`src/core/adir_pkg.sv`:
```
// Purpose: constants for the converter event, result and threshold registers
// Assumes: APB slave with 32-bit data, byte addresses
// Notes:   offsets are byte addresses
package adir_pkg;
    localparam logic [7:0]  OFF_MASKED_STATUS = 8'h08;
    localparam logic [7:0]  OFF_IRQ_MASK      = 8'h0C;
    localparam logic [7:0]  OFF_RAW_STATUS    = 8'h10;
    localparam logic [7:0]  OFF_RESULT        = 8'h14;
    localparam logic [7:0]  OFF_CAL_OFFSET    = 8'h18;
    localparam logic [7:0]  OFF_CONV_STATE    = 8'h20;
    localparam logic [7:0]  OFF_UPPER_LIMIT   = 8'h24;
    localparam logic [7:0]  OFF_LOWER_LIMIT   = 8'h28;
    localparam logic [7:0]  OFF_IRQ_ENABLE    = 8'h30;
    localparam logic [7:0]  OFF_IRQ_CLEAR     = 8'h34;
    localparam logic [7:0]  OFF_CONTROL       = 8'h38;
    localparam int          BIT_CAL_DONE      = 0;
    localparam int          BIT_BUSY          = 1;
    localparam int          BIT_CONV_DONE     = 2;
    localparam int          BIT_WIN_MATCH     = 3;
    localparam int          BIT_BYPASS        = 0;
    localparam int          BIT_WIN_ENABLE    = 1;
    localparam logic [3:0]  EVT_MASK          = 4'hD;
    localparam logic [3:0]  RST_IRQ_MASK      = 4'hF;
    localparam logic [31:0] RST_UPPER_LIMIT   = 32'h0FFFFFFF;
    localparam logic [31:0] RST_LOWER_LIMIT   = 32'h00000000;
    localparam logic [31:0] RST_CAL_OFFSET    = 32'h00000000;
endpackage

```
`src/core/adir_regs.sv`:
```
// Purpose: event flags, interrupt, result, offset and window registers of a converter
// Assumes: APB slave, zero wait states, converter core signals on the same clock
// Notes:   status registers clear on read; set wins over a read clear
//
// Chosen here: the APB slave port.
`timescale 1ns/1ps

// Overview of operation
// - Calibration completion sets status bit 0, cleared by reading the status register.
// - Conversion completion sets status bit 2, cleared by reading the status register.
// - With window compare on, bit 3 is 1 when the result lies within the limits, read clears.
// - The window flag is re-evaluated on every end of conversion with the new value.
// - The mask register holds bits 3:0, bit 1 masks no event; 0 enables, 1 disables, reset is 1.
// - A raw status register shows the same flags and reading it also clears them.
// - With the filter in use the result is two's complement in bits 31:16.
// - The offset register holds a 16-bit offset in the half chosen by bypass, reset zero.
// - Converter state bit 1 is 1 while a conversion is in progress.
// - The upper window limit is a 32-bit read-write register with its printed reset.
// - The lower window limit is a 32-bit read-write register resetting to zero.
module adir_regs
    import adir_pkg::*;
(
    input  wire logic        I_CLOCK,       // system clock, 200 MHz
    input  wire logic        I_ARST_N,      // asynchronous reset, active low
    input  wire logic        I_PSEL,        // apb select
    input  wire logic        I_PENABLE,     // apb access phase
    input  wire logic        I_PWRITE,      // apb direction
    input  wire logic [7:0]  I_PADDR,       // apb byte address
    input  wire logic [31:0] I_PWDATA,      // apb write data
    input  wire logic [3:0]  I_PSTRB,       // apb byte strobes
    output logic      [31:0] O_PRDATA,      // apb read data
    output logic             O_PREADY,      // apb ready
    output logic             O_PSLVERR,     // apb error, unmapped address
    input  wire logic        I_CAL_DONE,    // calibration finished pulse
    input  wire logic        I_CONV_DONE,   // conversion finished pulse
    input  wire logic        I_CONV_ACTIVE, // conversion in progress level
    input  wire logic [15:0] I_CONV_VALUE,  // converted sample, two's complement
    input  wire logic [15:0] I_CAL_VALUE,   // calibration offset from core
    output logic             O_BYPASS,      // filter bypass setting
    output logic             O_IRQ,         // interrupt request
    output logic             O_EVT_IRQ      // enabled event interrupt
);

    ////////////////////////////////////////////////////////////////////////
    logic [3:0]  raw_flags;
    logic [3:0]  irq_mask;
    logic [3:0]  irq_enable;
    logic [3:0]  evt_sticky;
    logic [31:0] result;
    logic [31:0] cal_offset;
    logic [31:0] upper_limit;
    logic [31:0] lower_limit;
    logic        bypass;
    logic        win_enable;
    logic        busy;

    function automatic logic [31:0] merge(input logic [31:0] old, input logic [31:0] wd,
                                          input logic [3:0] strb);
        logic [31:0] r;
        r = old;
        for (int b = 0; b < 4; b++) begin
            if (strb[b]) begin
                r[8*b +: 8] = wd[8*b +: 8];
            end
        end
        return r;
    endfunction

    // sign-extends a sample so it compares against the 32-bit limits
    function automatic logic signed [31:0] sext16(input logic [15:0] v);
        return {{16{v[15]}}, v};
    endfunction

    ////////////////////////////////////////////////////////////////////////
    // bus decode
    wire         setup_ph   = I_PSEL && !I_PENABLE;
    wire         wr_access  = setup_ph && I_PWRITE;
    wire         rd_access  = setup_ph && !I_PWRITE;
    wire         hit_mstat  = I_PADDR == OFF_MASKED_STATUS;
    wire         hit_mask   = I_PADDR == OFF_IRQ_MASK;
    wire         hit_rstat  = I_PADDR == OFF_RAW_STATUS;
    wire         hit_res    = I_PADDR == OFF_RESULT;
    wire         hit_off    = I_PADDR == OFF_CAL_OFFSET;
    wire         hit_state  = I_PADDR == OFF_CONV_STATE;
    wire         hit_hi     = I_PADDR == OFF_UPPER_LIMIT;
    wire         hit_lo     = I_PADDR == OFF_LOWER_LIMIT;
    wire         hit_ien    = I_PADDR == OFF_IRQ_ENABLE;
    wire         hit_iclr   = I_PADDR == OFF_IRQ_CLEAR;
    wire         hit_ctl    = I_PADDR == OFF_CONTROL;
    wire         mapped     = hit_mstat | hit_mask | hit_rstat | hit_res | hit_off | hit_state
                              | hit_hi | hit_lo | hit_ien | hit_iclr | hit_ctl;
    wire         stat_read  = rd_access && (hit_mstat || hit_rstat);
    wire [3:0]   masked     = raw_flags & ~irq_mask & EVT_MASK;
    wire [15:0]  conv_in    = I_CONV_VALUE;
    wire         in_window  = (sext16(conv_in) <= $signed(upper_limit))
                              && (sext16(conv_in) >= $signed(lower_limit));
    wire [3:0]   new_events = {I_CONV_DONE && win_enable && in_window,
                               I_CONV_DONE, 1'b0, I_CAL_DONE};
    wire [31:0]  wd_mask    = merge({28'h0000000, irq_mask}, I_PWDATA, I_PSTRB);
    wire [31:0]  wd_ctl     = merge({30'h00000000, win_enable, bypass}, I_PWDATA, I_PSTRB);
    wire [31:0]  wd_ien     = merge({28'h0000000, irq_enable}, I_PWDATA, I_PSTRB);

    // read mux
    wire [31:0] rd_word =
        hit_mstat ? {28'h0000000, masked} :
        hit_mask  ? {28'h0000000, irq_mask} :
        hit_rstat ? {28'h0000000, raw_flags} :
        hit_res   ? result :
        hit_off   ? cal_offset :
        hit_state ? {30'h00000000, busy, 1'b0} :
        hit_hi    ? upper_limit :
        hit_lo    ? lower_limit :
        hit_ien   ? {28'h0000000, irq_enable} :
        hit_ctl   ? {30'h00000000, win_enable, bypass} :
        hit_iclr  ? 32'h00000000 : 32'h00000000;

    ////////////////////////////////////////////////////////////////////////
    // bus answer, one access phase, no wait
    always_ff @(posedge I_CLOCK or negedge I_ARST_N) begin
        if (!I_ARST_N) begin
            O_PRDATA  <= 32'h00000000;
            O_PREADY  <= 1'b0;
            O_PSLVERR <= 1'b0;
        end else begin
            O_PREADY  <= setup_ph;
            O_PSLVERR <= setup_ph && !mapped;
            O_PRDATA  <= rd_access ? rd_word : 32'h00000000;
        end
    end

    ////////////////////////////////////////////////////////////////////////
    // event flags: a new event beats the read clear; window flag replaced each conversion
    wire [3:0] flag_keep  = stat_read ? 4'h0 : raw_flags;
    wire       win_next   = I_CONV_DONE ? new_events[BIT_WIN_MATCH]
                                        : flag_keep[BIT_WIN_MATCH];
    wire [3:0] next_flags = {win_next, (flag_keep[2:0] | new_events[2:0])} & EVT_MASK;

    always_ff @(posedge I_CLOCK or negedge I_ARST_N) begin
        if (!I_ARST_N) begin
            raw_flags <= 4'h0;
        end else begin
            raw_flags <= next_flags;
        end
    end

    ////////////////////////////////////////////////////////////////////////
    // software registers
    always_ff @(posedge I_CLOCK or negedge I_ARST_N) begin
        if (!I_ARST_N) begin
            irq_mask    <= RST_IRQ_MASK;
            irq_enable  <= 4'h0;
            upper_limit <= RST_UPPER_LIMIT;
            lower_limit <= RST_LOWER_LIMIT;
            bypass      <= 1'b0;
            win_enable  <= 1'b0;
        end else if (wr_access) begin
            if (hit_mask) begin
                irq_mask <= wd_mask[3:0];
            end
            if (hit_ien) begin
                irq_enable <= next_ien;
            end
            if (hit_hi) begin
                upper_limit <= merge(upper_limit, I_PWDATA, I_PSTRB);
            end
            if (hit_lo) begin
                lower_limit <= merge(lower_limit, I_PWDATA, I_PSTRB);
            end
            if (hit_ctl) begin
                bypass     <= wd_ctl[BIT_BYPASS];
                win_enable <= wd_ctl[BIT_WIN_ENABLE];
            end
        end
    end

    ////////////////////////////////////////////////////////////////////////
    // result and offset, steered by the bypass setting
    always_ff @(posedge I_CLOCK or negedge I_ARST_N) begin
        if (!I_ARST_N) begin
            result     <= 32'h00000000;
            cal_offset <= RST_CAL_OFFSET;
        end else begin
            if (I_CONV_DONE) begin
                result <= bypass ? {16'h0000, I_CONV_VALUE}
                                 : {I_CONV_VALUE, 16'h0000};
            end
            if (I_CAL_DONE) begin
                cal_offset <= bypass ? {16'h0000, I_CAL_VALUE}
                                     : {I_CAL_VALUE, 16'h0000};
            end else if (wr_access && hit_off) begin
                cal_offset <= merge(cal_offset, I_PWDATA, I_PSTRB);
            end
        end
    end

    ////////////////////////////////////////////////////////////////////////
    // busy, sticky interrupt status, outputs
    wire [3:0] clr_bits   = (wr_access && hit_iclr) ? I_PWDATA[3:0] : 4'h0;
    wire [3:0] next_stick = (evt_sticky & ~clr_bits) | (new_events & EVT_MASK);
    // mask and enable as they stand after this edge, so the outputs track a write at once
    wire [3:0] next_mask  = (wr_access && hit_mask) ? wd_mask[3:0] : irq_mask;
    wire [3:0] next_ien   = (wr_access && hit_ien) ? (wd_ien[3:0] & EVT_MASK) : irq_enable;

    always_ff @(posedge I_CLOCK or negedge I_ARST_N) begin
        if (!I_ARST_N) begin
            busy       <= 1'b0;
            evt_sticky <= 4'h0;
            O_IRQ      <= 1'b0;
            O_EVT_IRQ  <= 1'b0;
            O_BYPASS   <= 1'b0;
        end else begin
            busy       <= I_CONV_ACTIVE;
            evt_sticky <= next_stick;
            O_IRQ      <= |(next_flags & ~next_mask & EVT_MASK);
            O_EVT_IRQ  <= |(next_stick & next_ien);
            O_BYPASS   <= bypass;
        end
    end

    ////////////////////////////////////////////////////////////////////////
    // assertions
    property p_cal_sets;
        @(posedge I_CLOCK) disable iff (!I_ARST_N)
        I_CAL_DONE |=> raw_flags[BIT_CAL_DONE];
    endproperty
    a_cal_sets: assert property (p_cal_sets) else $error("cal flag not set");

    property p_conv_sets;
        @(posedge I_CLOCK) disable iff (!I_ARST_N)
        I_CONV_DONE |=> raw_flags[BIT_CONV_DONE];
    endproperty
    a_conv_sets: assert property (p_conv_sets) else $error("conv flag not set");

    property p_read_clears;
        @(posedge I_CLOCK) disable iff (!I_ARST_N)
        (stat_read && !I_CAL_DONE && !I_CONV_DONE) |=> raw_flags == 4'h0;
    endproperty
    a_read_clears: assert property (p_read_clears) else $error("read did not clear");

    property p_win_eval;
        @(posedge I_CLOCK) disable iff (!I_ARST_N)
        I_CONV_DONE |=> raw_flags[BIT_WIN_MATCH] == $past(win_enable && in_window);
    endproperty
    a_win_eval: assert property (p_win_eval) else $error("window flag wrong");

    property p_irq;
        @(posedge I_CLOCK) disable iff (!I_ARST_N)
        O_IRQ == |(raw_flags & ~irq_mask & EVT_MASK);
    endproperty
    a_irq: assert property (p_irq) else $error("irq mismatch");

    property p_busy;
        @(posedge I_CLOCK) disable iff (!I_ARST_N)
        I_CONV_ACTIVE |=> busy;
    endproperty
    a_busy: assert property (p_busy) else $error("busy not shown");

    property p_result_half;
        @(posedge I_CLOCK) disable iff (!I_ARST_N)
        (I_CONV_DONE && !bypass) |=> result[31:16] == $past(I_CONV_VALUE);
    endproperty
    a_result_half: assert property (p_result_half) else $error("result half wrong");

    property p_ready;
        @(posedge I_CLOCK) disable iff (!I_ARST_N)
        setup_ph |=> O_PREADY ##1 !O_PREADY || (I_PSEL && !I_PENABLE);
    endproperty
    a_ready: assert property (p_ready) else $error("apb ready wrong");

    property p_win_off;
        @(posedge I_CLOCK) disable iff (!I_ARST_N)
        (I_CONV_DONE && !win_enable) |=> !raw_flags[BIT_WIN_MATCH];
    endproperty
    a_win_off: assert property (p_win_off) else $error("window flag while off");

    property p_flag_hold;
        @(posedge I_CLOCK) disable iff (!I_ARST_N)
        (!stat_read && !I_CONV_DONE && !I_CAL_DONE) |=> raw_flags == $past(raw_flags);
    endproperty
    a_flag_hold: assert property (p_flag_hold) else $error("flags changed unasked");

    property p_masked_read;
        @(posedge I_CLOCK) disable iff (!I_ARST_N)
        (rd_access && hit_mstat) |=> O_PRDATA == {28'h0000000, $past(masked)};
    endproperty
    a_masked_read: assert property (p_masked_read) else $error("masked read wrong");

    property p_raw_read;
        @(posedge I_CLOCK) disable iff (!I_ARST_N)
        (rd_access && hit_rstat) |=> O_PRDATA == {28'h0000000, $past(raw_flags)};
    endproperty
    a_raw_read: assert property (p_raw_read) else $error("raw read wrong");

    property p_result_low;
        @(posedge I_CLOCK) disable iff (!I_ARST_N)
        (I_CONV_DONE && bypass) |=> result[15:0] == $past(I_CONV_VALUE);
    endproperty
    a_result_low: assert property (p_result_low) else $error("result low half wrong");

    property p_offset_low;
        @(posedge I_CLOCK) disable iff (!I_ARST_N)
        (I_CAL_DONE && bypass) |=> cal_offset[15:0] == $past(I_CAL_VALUE);
    endproperty
    a_offset_low: assert property (p_offset_low) else $error("offset low wrong");

    property p_offset_high;
        @(posedge I_CLOCK) disable iff (!I_ARST_N)
        (I_CAL_DONE && !bypass) |=> cal_offset[31:16] == $past(I_CAL_VALUE);
    endproperty
    a_offset_high: assert property (p_offset_high) else $error("offset high wrong");

    property p_busy_off;
        @(posedge I_CLOCK) disable iff (!I_ARST_N)
        !I_CONV_ACTIVE |=> !busy;
    endproperty
    a_busy_off: assert property (p_busy_off) else $error("busy stuck");

    property p_evt_irq;
        @(posedge I_CLOCK) disable iff (!I_ARST_N)
        O_EVT_IRQ == |(evt_sticky & irq_enable);
    endproperty
    a_evt_irq: assert property (p_evt_irq) else $error("event irq mismatch");

    property p_prdata_idle;
        @(posedge I_CLOCK) disable iff (!I_ARST_N)
        !O_PREADY |-> O_PRDATA == 32'h00000000;
    endproperty
    a_prdata_idle: assert property (p_prdata_idle) else $error("read data outside access");

    property p_err_ready;
        @(posedge I_CLOCK) disable iff (!I_ARST_N)
        O_PSLVERR |-> O_PREADY;
    endproperty
    a_err_ready: assert property (p_err_ready) else $error("error without ready");

    c_cal:  cover property (@(posedge I_CLOCK) disable iff (!I_ARST_N) I_CAL_DONE);
    c_win:  cover property (@(posedge I_CLOCK) disable iff (!I_ARST_N)
                            I_CONV_DONE && win_enable && in_window);
    c_irq:  cover property (@(posedge I_CLOCK) disable iff (!I_ARST_N) O_IRQ);
    c_race: cover property (@(posedge I_CLOCK) disable iff (!I_ARST_N) stat_read && I_CONV_DONE);
    c_byp:  cover property (@(posedge I_CLOCK) disable iff (!I_ARST_N) I_CONV_DONE && bypass);

endmodule

```
`config.mk`:
```
export PLATFORM = sky130hd
export DESIGN_NAME = adir_regs
export DESIGN_NICKNAME = d
export VERILOG_FILES = /design/src/core/adir_pkg.sv /design/src/core/adir_regs.sv
export SDC_FILE = /design/constraint.sdc
export NUM_CORES = 1
export LEC_CHECK = 0
export BUFFER_PORTS_ARGS = -buffer_cell sky130_fd_sc_hd__buf_2
export CORE_UTILIZATION = 53
export DETAILED_ROUTE_END_ITERATION = 10
export GPL_TIMING_DRIVEN = 0
export PLACE_DENSITY_LB_ADDON = 0.15
export SYNTH_ARGS = -nofsm -noshare
export SYNTH_HDL_FRONTEND = slang
export SYNTH_SLANG_ARGS = --single-unit
```
`constraint.sdc`:
```
create_clock -name I_CLOCK -period 2.13 [get_ports I_CLOCK]
set_input_delay 0.639 -clock I_CLOCK [delete_from_list [all_inputs] [get_ports I_CLOCK]]
set_output_delay 0.639 -clock I_CLOCK [all_outputs]
set_load 0.02 [all_outputs]
```
==> results.sh <==
export IMPL_outcome="finished, violations left"
export IMPL_violations="negative setup slack"
export IMPL_yosysSeqAreaShare_pct=48.20
export IMPL_fmax_mhz=399.3
export IMPL_grtUsageMet1_pct=44.69
export IMPL_cts_tree="built"
export IMPL_path_class="reg -> reg"
export IMPL_wire_per_inst_um=21.39
export IMPL_numCtsBuffers=17
export IMPL_clk_pin_slew_worst_paths_ns=0.07
export IMPL_fin_ws_ns=-0.3743
export IMPL_ys_ff_latch=183
export IMPL_ant_nets=0
export IMPL_rrSetupSlack_ns=-0.37
export IMPL_rows=48
export IMPL_n_antenna_cell=0
export IMPL_critical_path_arrival_ns=2.81
export IMPL_yosys_warnings=0
export IMPL_switching_share_pct=25.09
export IMPL_ioPinCount=121
export IMPL_fin_setup_tns_ns=-1.493
export IMPL_synthesis_nets=1098
export IMPL_setup_worst_path_start_class="flop"
export IMPL_fin_hold_ws_ns=0.1596
export IMPL_drtIter0Drc=711
export IMPL_busiest_layer="met2"
export IMPL_multi_input_area_sq_um=4840
export IMPL_rr_worst_depth=9
export IMPL_dp_hpwl_mm=20.75
export IMPL_seqCellArea_sq_um=4619
export IMPL_grt_pass1_vias=7689
export IMPL_comb_power_share_pct=9.8
export IMPL_antenna_found_initial=0
export IMPL_yosys_area_top_type="dfrtp_1"
export IMPL_post_synth_num_cell_types=54
export IMPL_h_tree_depth=4
export IMPL_core_area_sq_um=17480
export IMPL_intPower_w=0.005818
export IMPL_maxSlewHeadroom_pct=45.96
export IMPL_setup_viol=4
export IMPL_yosys_most_used_dff="dfrtp_1"
export IMPL_grt_max_degree=109
export IMPL_drt_wl_total_mm=28.60
export IMPL_p_leak_nw=5.160
export IMPL_powerDensity_nw_per_um2=667.0
export IMPL_syn_inst=950
export IMPL_min_path_type="in -> async"
export IMPL_cap_violations=0
export IMPL_synth_edf_count=0
export IMPL_grt_use_total_pct=32.23
export IMPL_finalHoldViolCount=0
export IMPL_clkPwrFrac_pct=43.2
export IMPL_start_util_pct=54.84
export IMPL_worst_pin_slew_ns=0.8106
export IMPL_synth_top_area_share_pct=39.43
export IMPL_startpoint="lower_limit[10]"
export IMPL_vias=8004
export IMPL_fp_dieW_um=136.5
export IMPL_fin_area_sq_um=11640
export IMPL_rsz0062_at_grt="true"
export IMPL_nets=1247
export IMPL_required_ns=2.44
export IMPL_r2r_end="evt_sticky[3]"
export IMPL_p_seq_share_pct=47.0
export IMPL_clock_latency_ns=0.43
export IMPL_endpoint_kind="flop"
export IMPL_port_buffers=120
export IMPL_clock_path_buffers=2
export IMPL_die_y_um=136.5
export IMPL_crit_fanout=4
export IMPL_grt_pass1_wl_mm=43.91
export IMPL_peakVddDrop_v=0.0006827
export IMPL_vias_per_cell=5.987
export IMPL_syn_avg_cell_area_sq_um=10.09
export IMPL_clock_skew_ns=0.006131
export IMPL_netlist_area_sq_um=9584
export IMPL_gp_congestion=0.9211
export IMPL_met2_usage_pct=49.44
export IMPL_area_delta_synth_final_pct=21.49
export IMPL_grtUsageMet3_pct=6.376
export IMPL_drc=0
export IMPL_fin_crit_ns=2.504
export IMPL_drive_gt1_share_pct=30.31
export IMPL_net_switching_power_w=0.001948
export IMPL_slew_violations=0
export IMPL_ys_top_cells_by_area="dfrtp_1, dfstp_2, ha_1"
export IMPL_die_area_sq_um=18630
export IMPL_dr_pass1_iters=5
export IMPL_place_area_sq_um=10620
export IMPL_cts_sinks=183
export IMPL_overflow=0
export IMPL_period_share_pct=117.6
export IMPL_fill_cells=1394
export IMPL_r2r_start="lower_limit[10]"
export IMPL_cts_root_buf="clkbuf_16"
export IMPL_ys_async_sr_fraction_pct=100.0
[how the worst max path moves through the flow]
| stage | to | cells after the start | slack (ns) |
|---|---|---|---|
| floorplan | O_IRQ | 8 | -0.14 |
| global placement | lower_limit[25] | 1 | -2.54 |
| detailed placement | O_EVT_IRQ | 9 | -1.33 |
| CTS | O_IRQ | 10 | -0.38 |
| global route | O_IRQ | 9 | -0.45 |
| finish | evt_sticky[3] | 9 | -0.37 |
[registers in the layout (all words and copies together), names as in the netlist, named ones only]
register	cells
O_PRDATA	32
cal_offset	32
lower_limit	32
result	32
upper_limit	32
evt_sticky	4
irq_enable	4
irq_mask	3
raw_flags	3
O_BYPASS	1
O_EVT_IRQ	1
O_IRQ	1
O_PREADY	1
O_PSLVERR	1
busy	1
bypass	1
win_enable	1
[worst max-delay path: stages, from the launching register on]
cell and delay (ns):
dfrtp_1 0.35, inv_1 0.07, ha_4 0.28, nand4_1 0.19, nor4_4 0.40, a21boi_4 0.27
o41ai_4 0.09, o211ai_1 0.20, mux2i_4 0.39, o31ai_1 0.12
[through the flow]
step	setup WS [ns]	cells	power (W)	utilization (%)
after floorplan	-0.1406	950	0.004006	-
after global placement	-2.536	1295	0.004374	60.55
after global routing	-0.4471	1337	0.007999	66.62
after detailed placement	-1.329	1296	0.004398	60.77
final	-0.3743	1337	0.007766	66.62
after CTS	-0.3826	1333	0.007734	65.51
[layout by cell type, fill, tap and decap left out, drive strengths merged, types with 52 or more instances in the layout]
| master | netlist | final |
|---|---|---|
| a21oi | 84 | 84 |
| a22oi | 62 | 62 |
| buf | 12 | 137 |
| clkbuf | 27 | 52 |
| dfrtp | 151 | 151 |
| ha | 64 | 64 |
| inv | 100 | 102 |
| mux2 | 71 | 71 |
| nand2 | 92 | 92 |
| o21ai | 84 | 84 |
[cell families (layout without fill, tap and decap cells)]
logic type / count (synthesis) / in the layout / share of synthesized area, %
compound gates: 277 / 277 / 17.47
fa+ha+maj: 64 / 64 / 8.355
buf+inv: 139 / 301 / 5.574
flops: 183 / 183 / 48.20
mux: 78 / 78 / 9.112
simple gates: 209 / 209 / 11.29
[power groups by stage]
stage | clock network [W] | registers, W | logic [W]
CTS | 0.00336 | 0.00365 | 0.000726
floorplan | 0 | 0.00369 | 0.000319
detailed placement | 0 | 0.00371 | 0.000690
global route | 0.00350 | 0.00366 | 0.000842
global placement | 0 | 0.00371 | 0.000666
finish | 0.00335 | 0.00365 | 0.000760
[synthesized netlist by cell type (all sizes together) (6+ instances only)]
cell type and n:
nor2b 40, ha 64, o21ai 84, and2 7
a22oi 62, buf 12, mux2i 7, nor2 7
nand3 17, a21o 9, nand4 13, nand2b 6
mux2 71, a21oi 84, nand2 92, dfrtp 151
inv 100, dfstp 32, nor3 6, a31oi 7
clkbuf 27
[timing repair]
item                                    4_1_cts  5_1_grt
resized for setup                            41       36
hold buffers                                  0        0
endpoints found under the setup margin      117       65
pin swaps                                     2       14
setup buffers                                 6        5
[cell type report]
class / instances / share of cell area, %
Multi-Input combinational cell: 628 / 41.56
Sequential cell: 183 / 39.67
Timing Repair Buffer: 130 / 6.190
Clock buffer: 20 / 3.750
Inverter: 100 / 3.224
Tap cell: 225 / 2.418
Buffer: 39 / 1.676
Clock inverter: 12 / 1.504
[routing by layer]
| layer | vias up | share of wire (%) |
|---|---|---|
| met3 | 53 | 7.4 |
| li1 | 3670 | - |
| met1 | 3938 | 44 |
| met2 | 343 | 46 |
| met5 | - | 0 |
| met4 | 0 | 3.5 |
(Power assumes the default switching activity.)
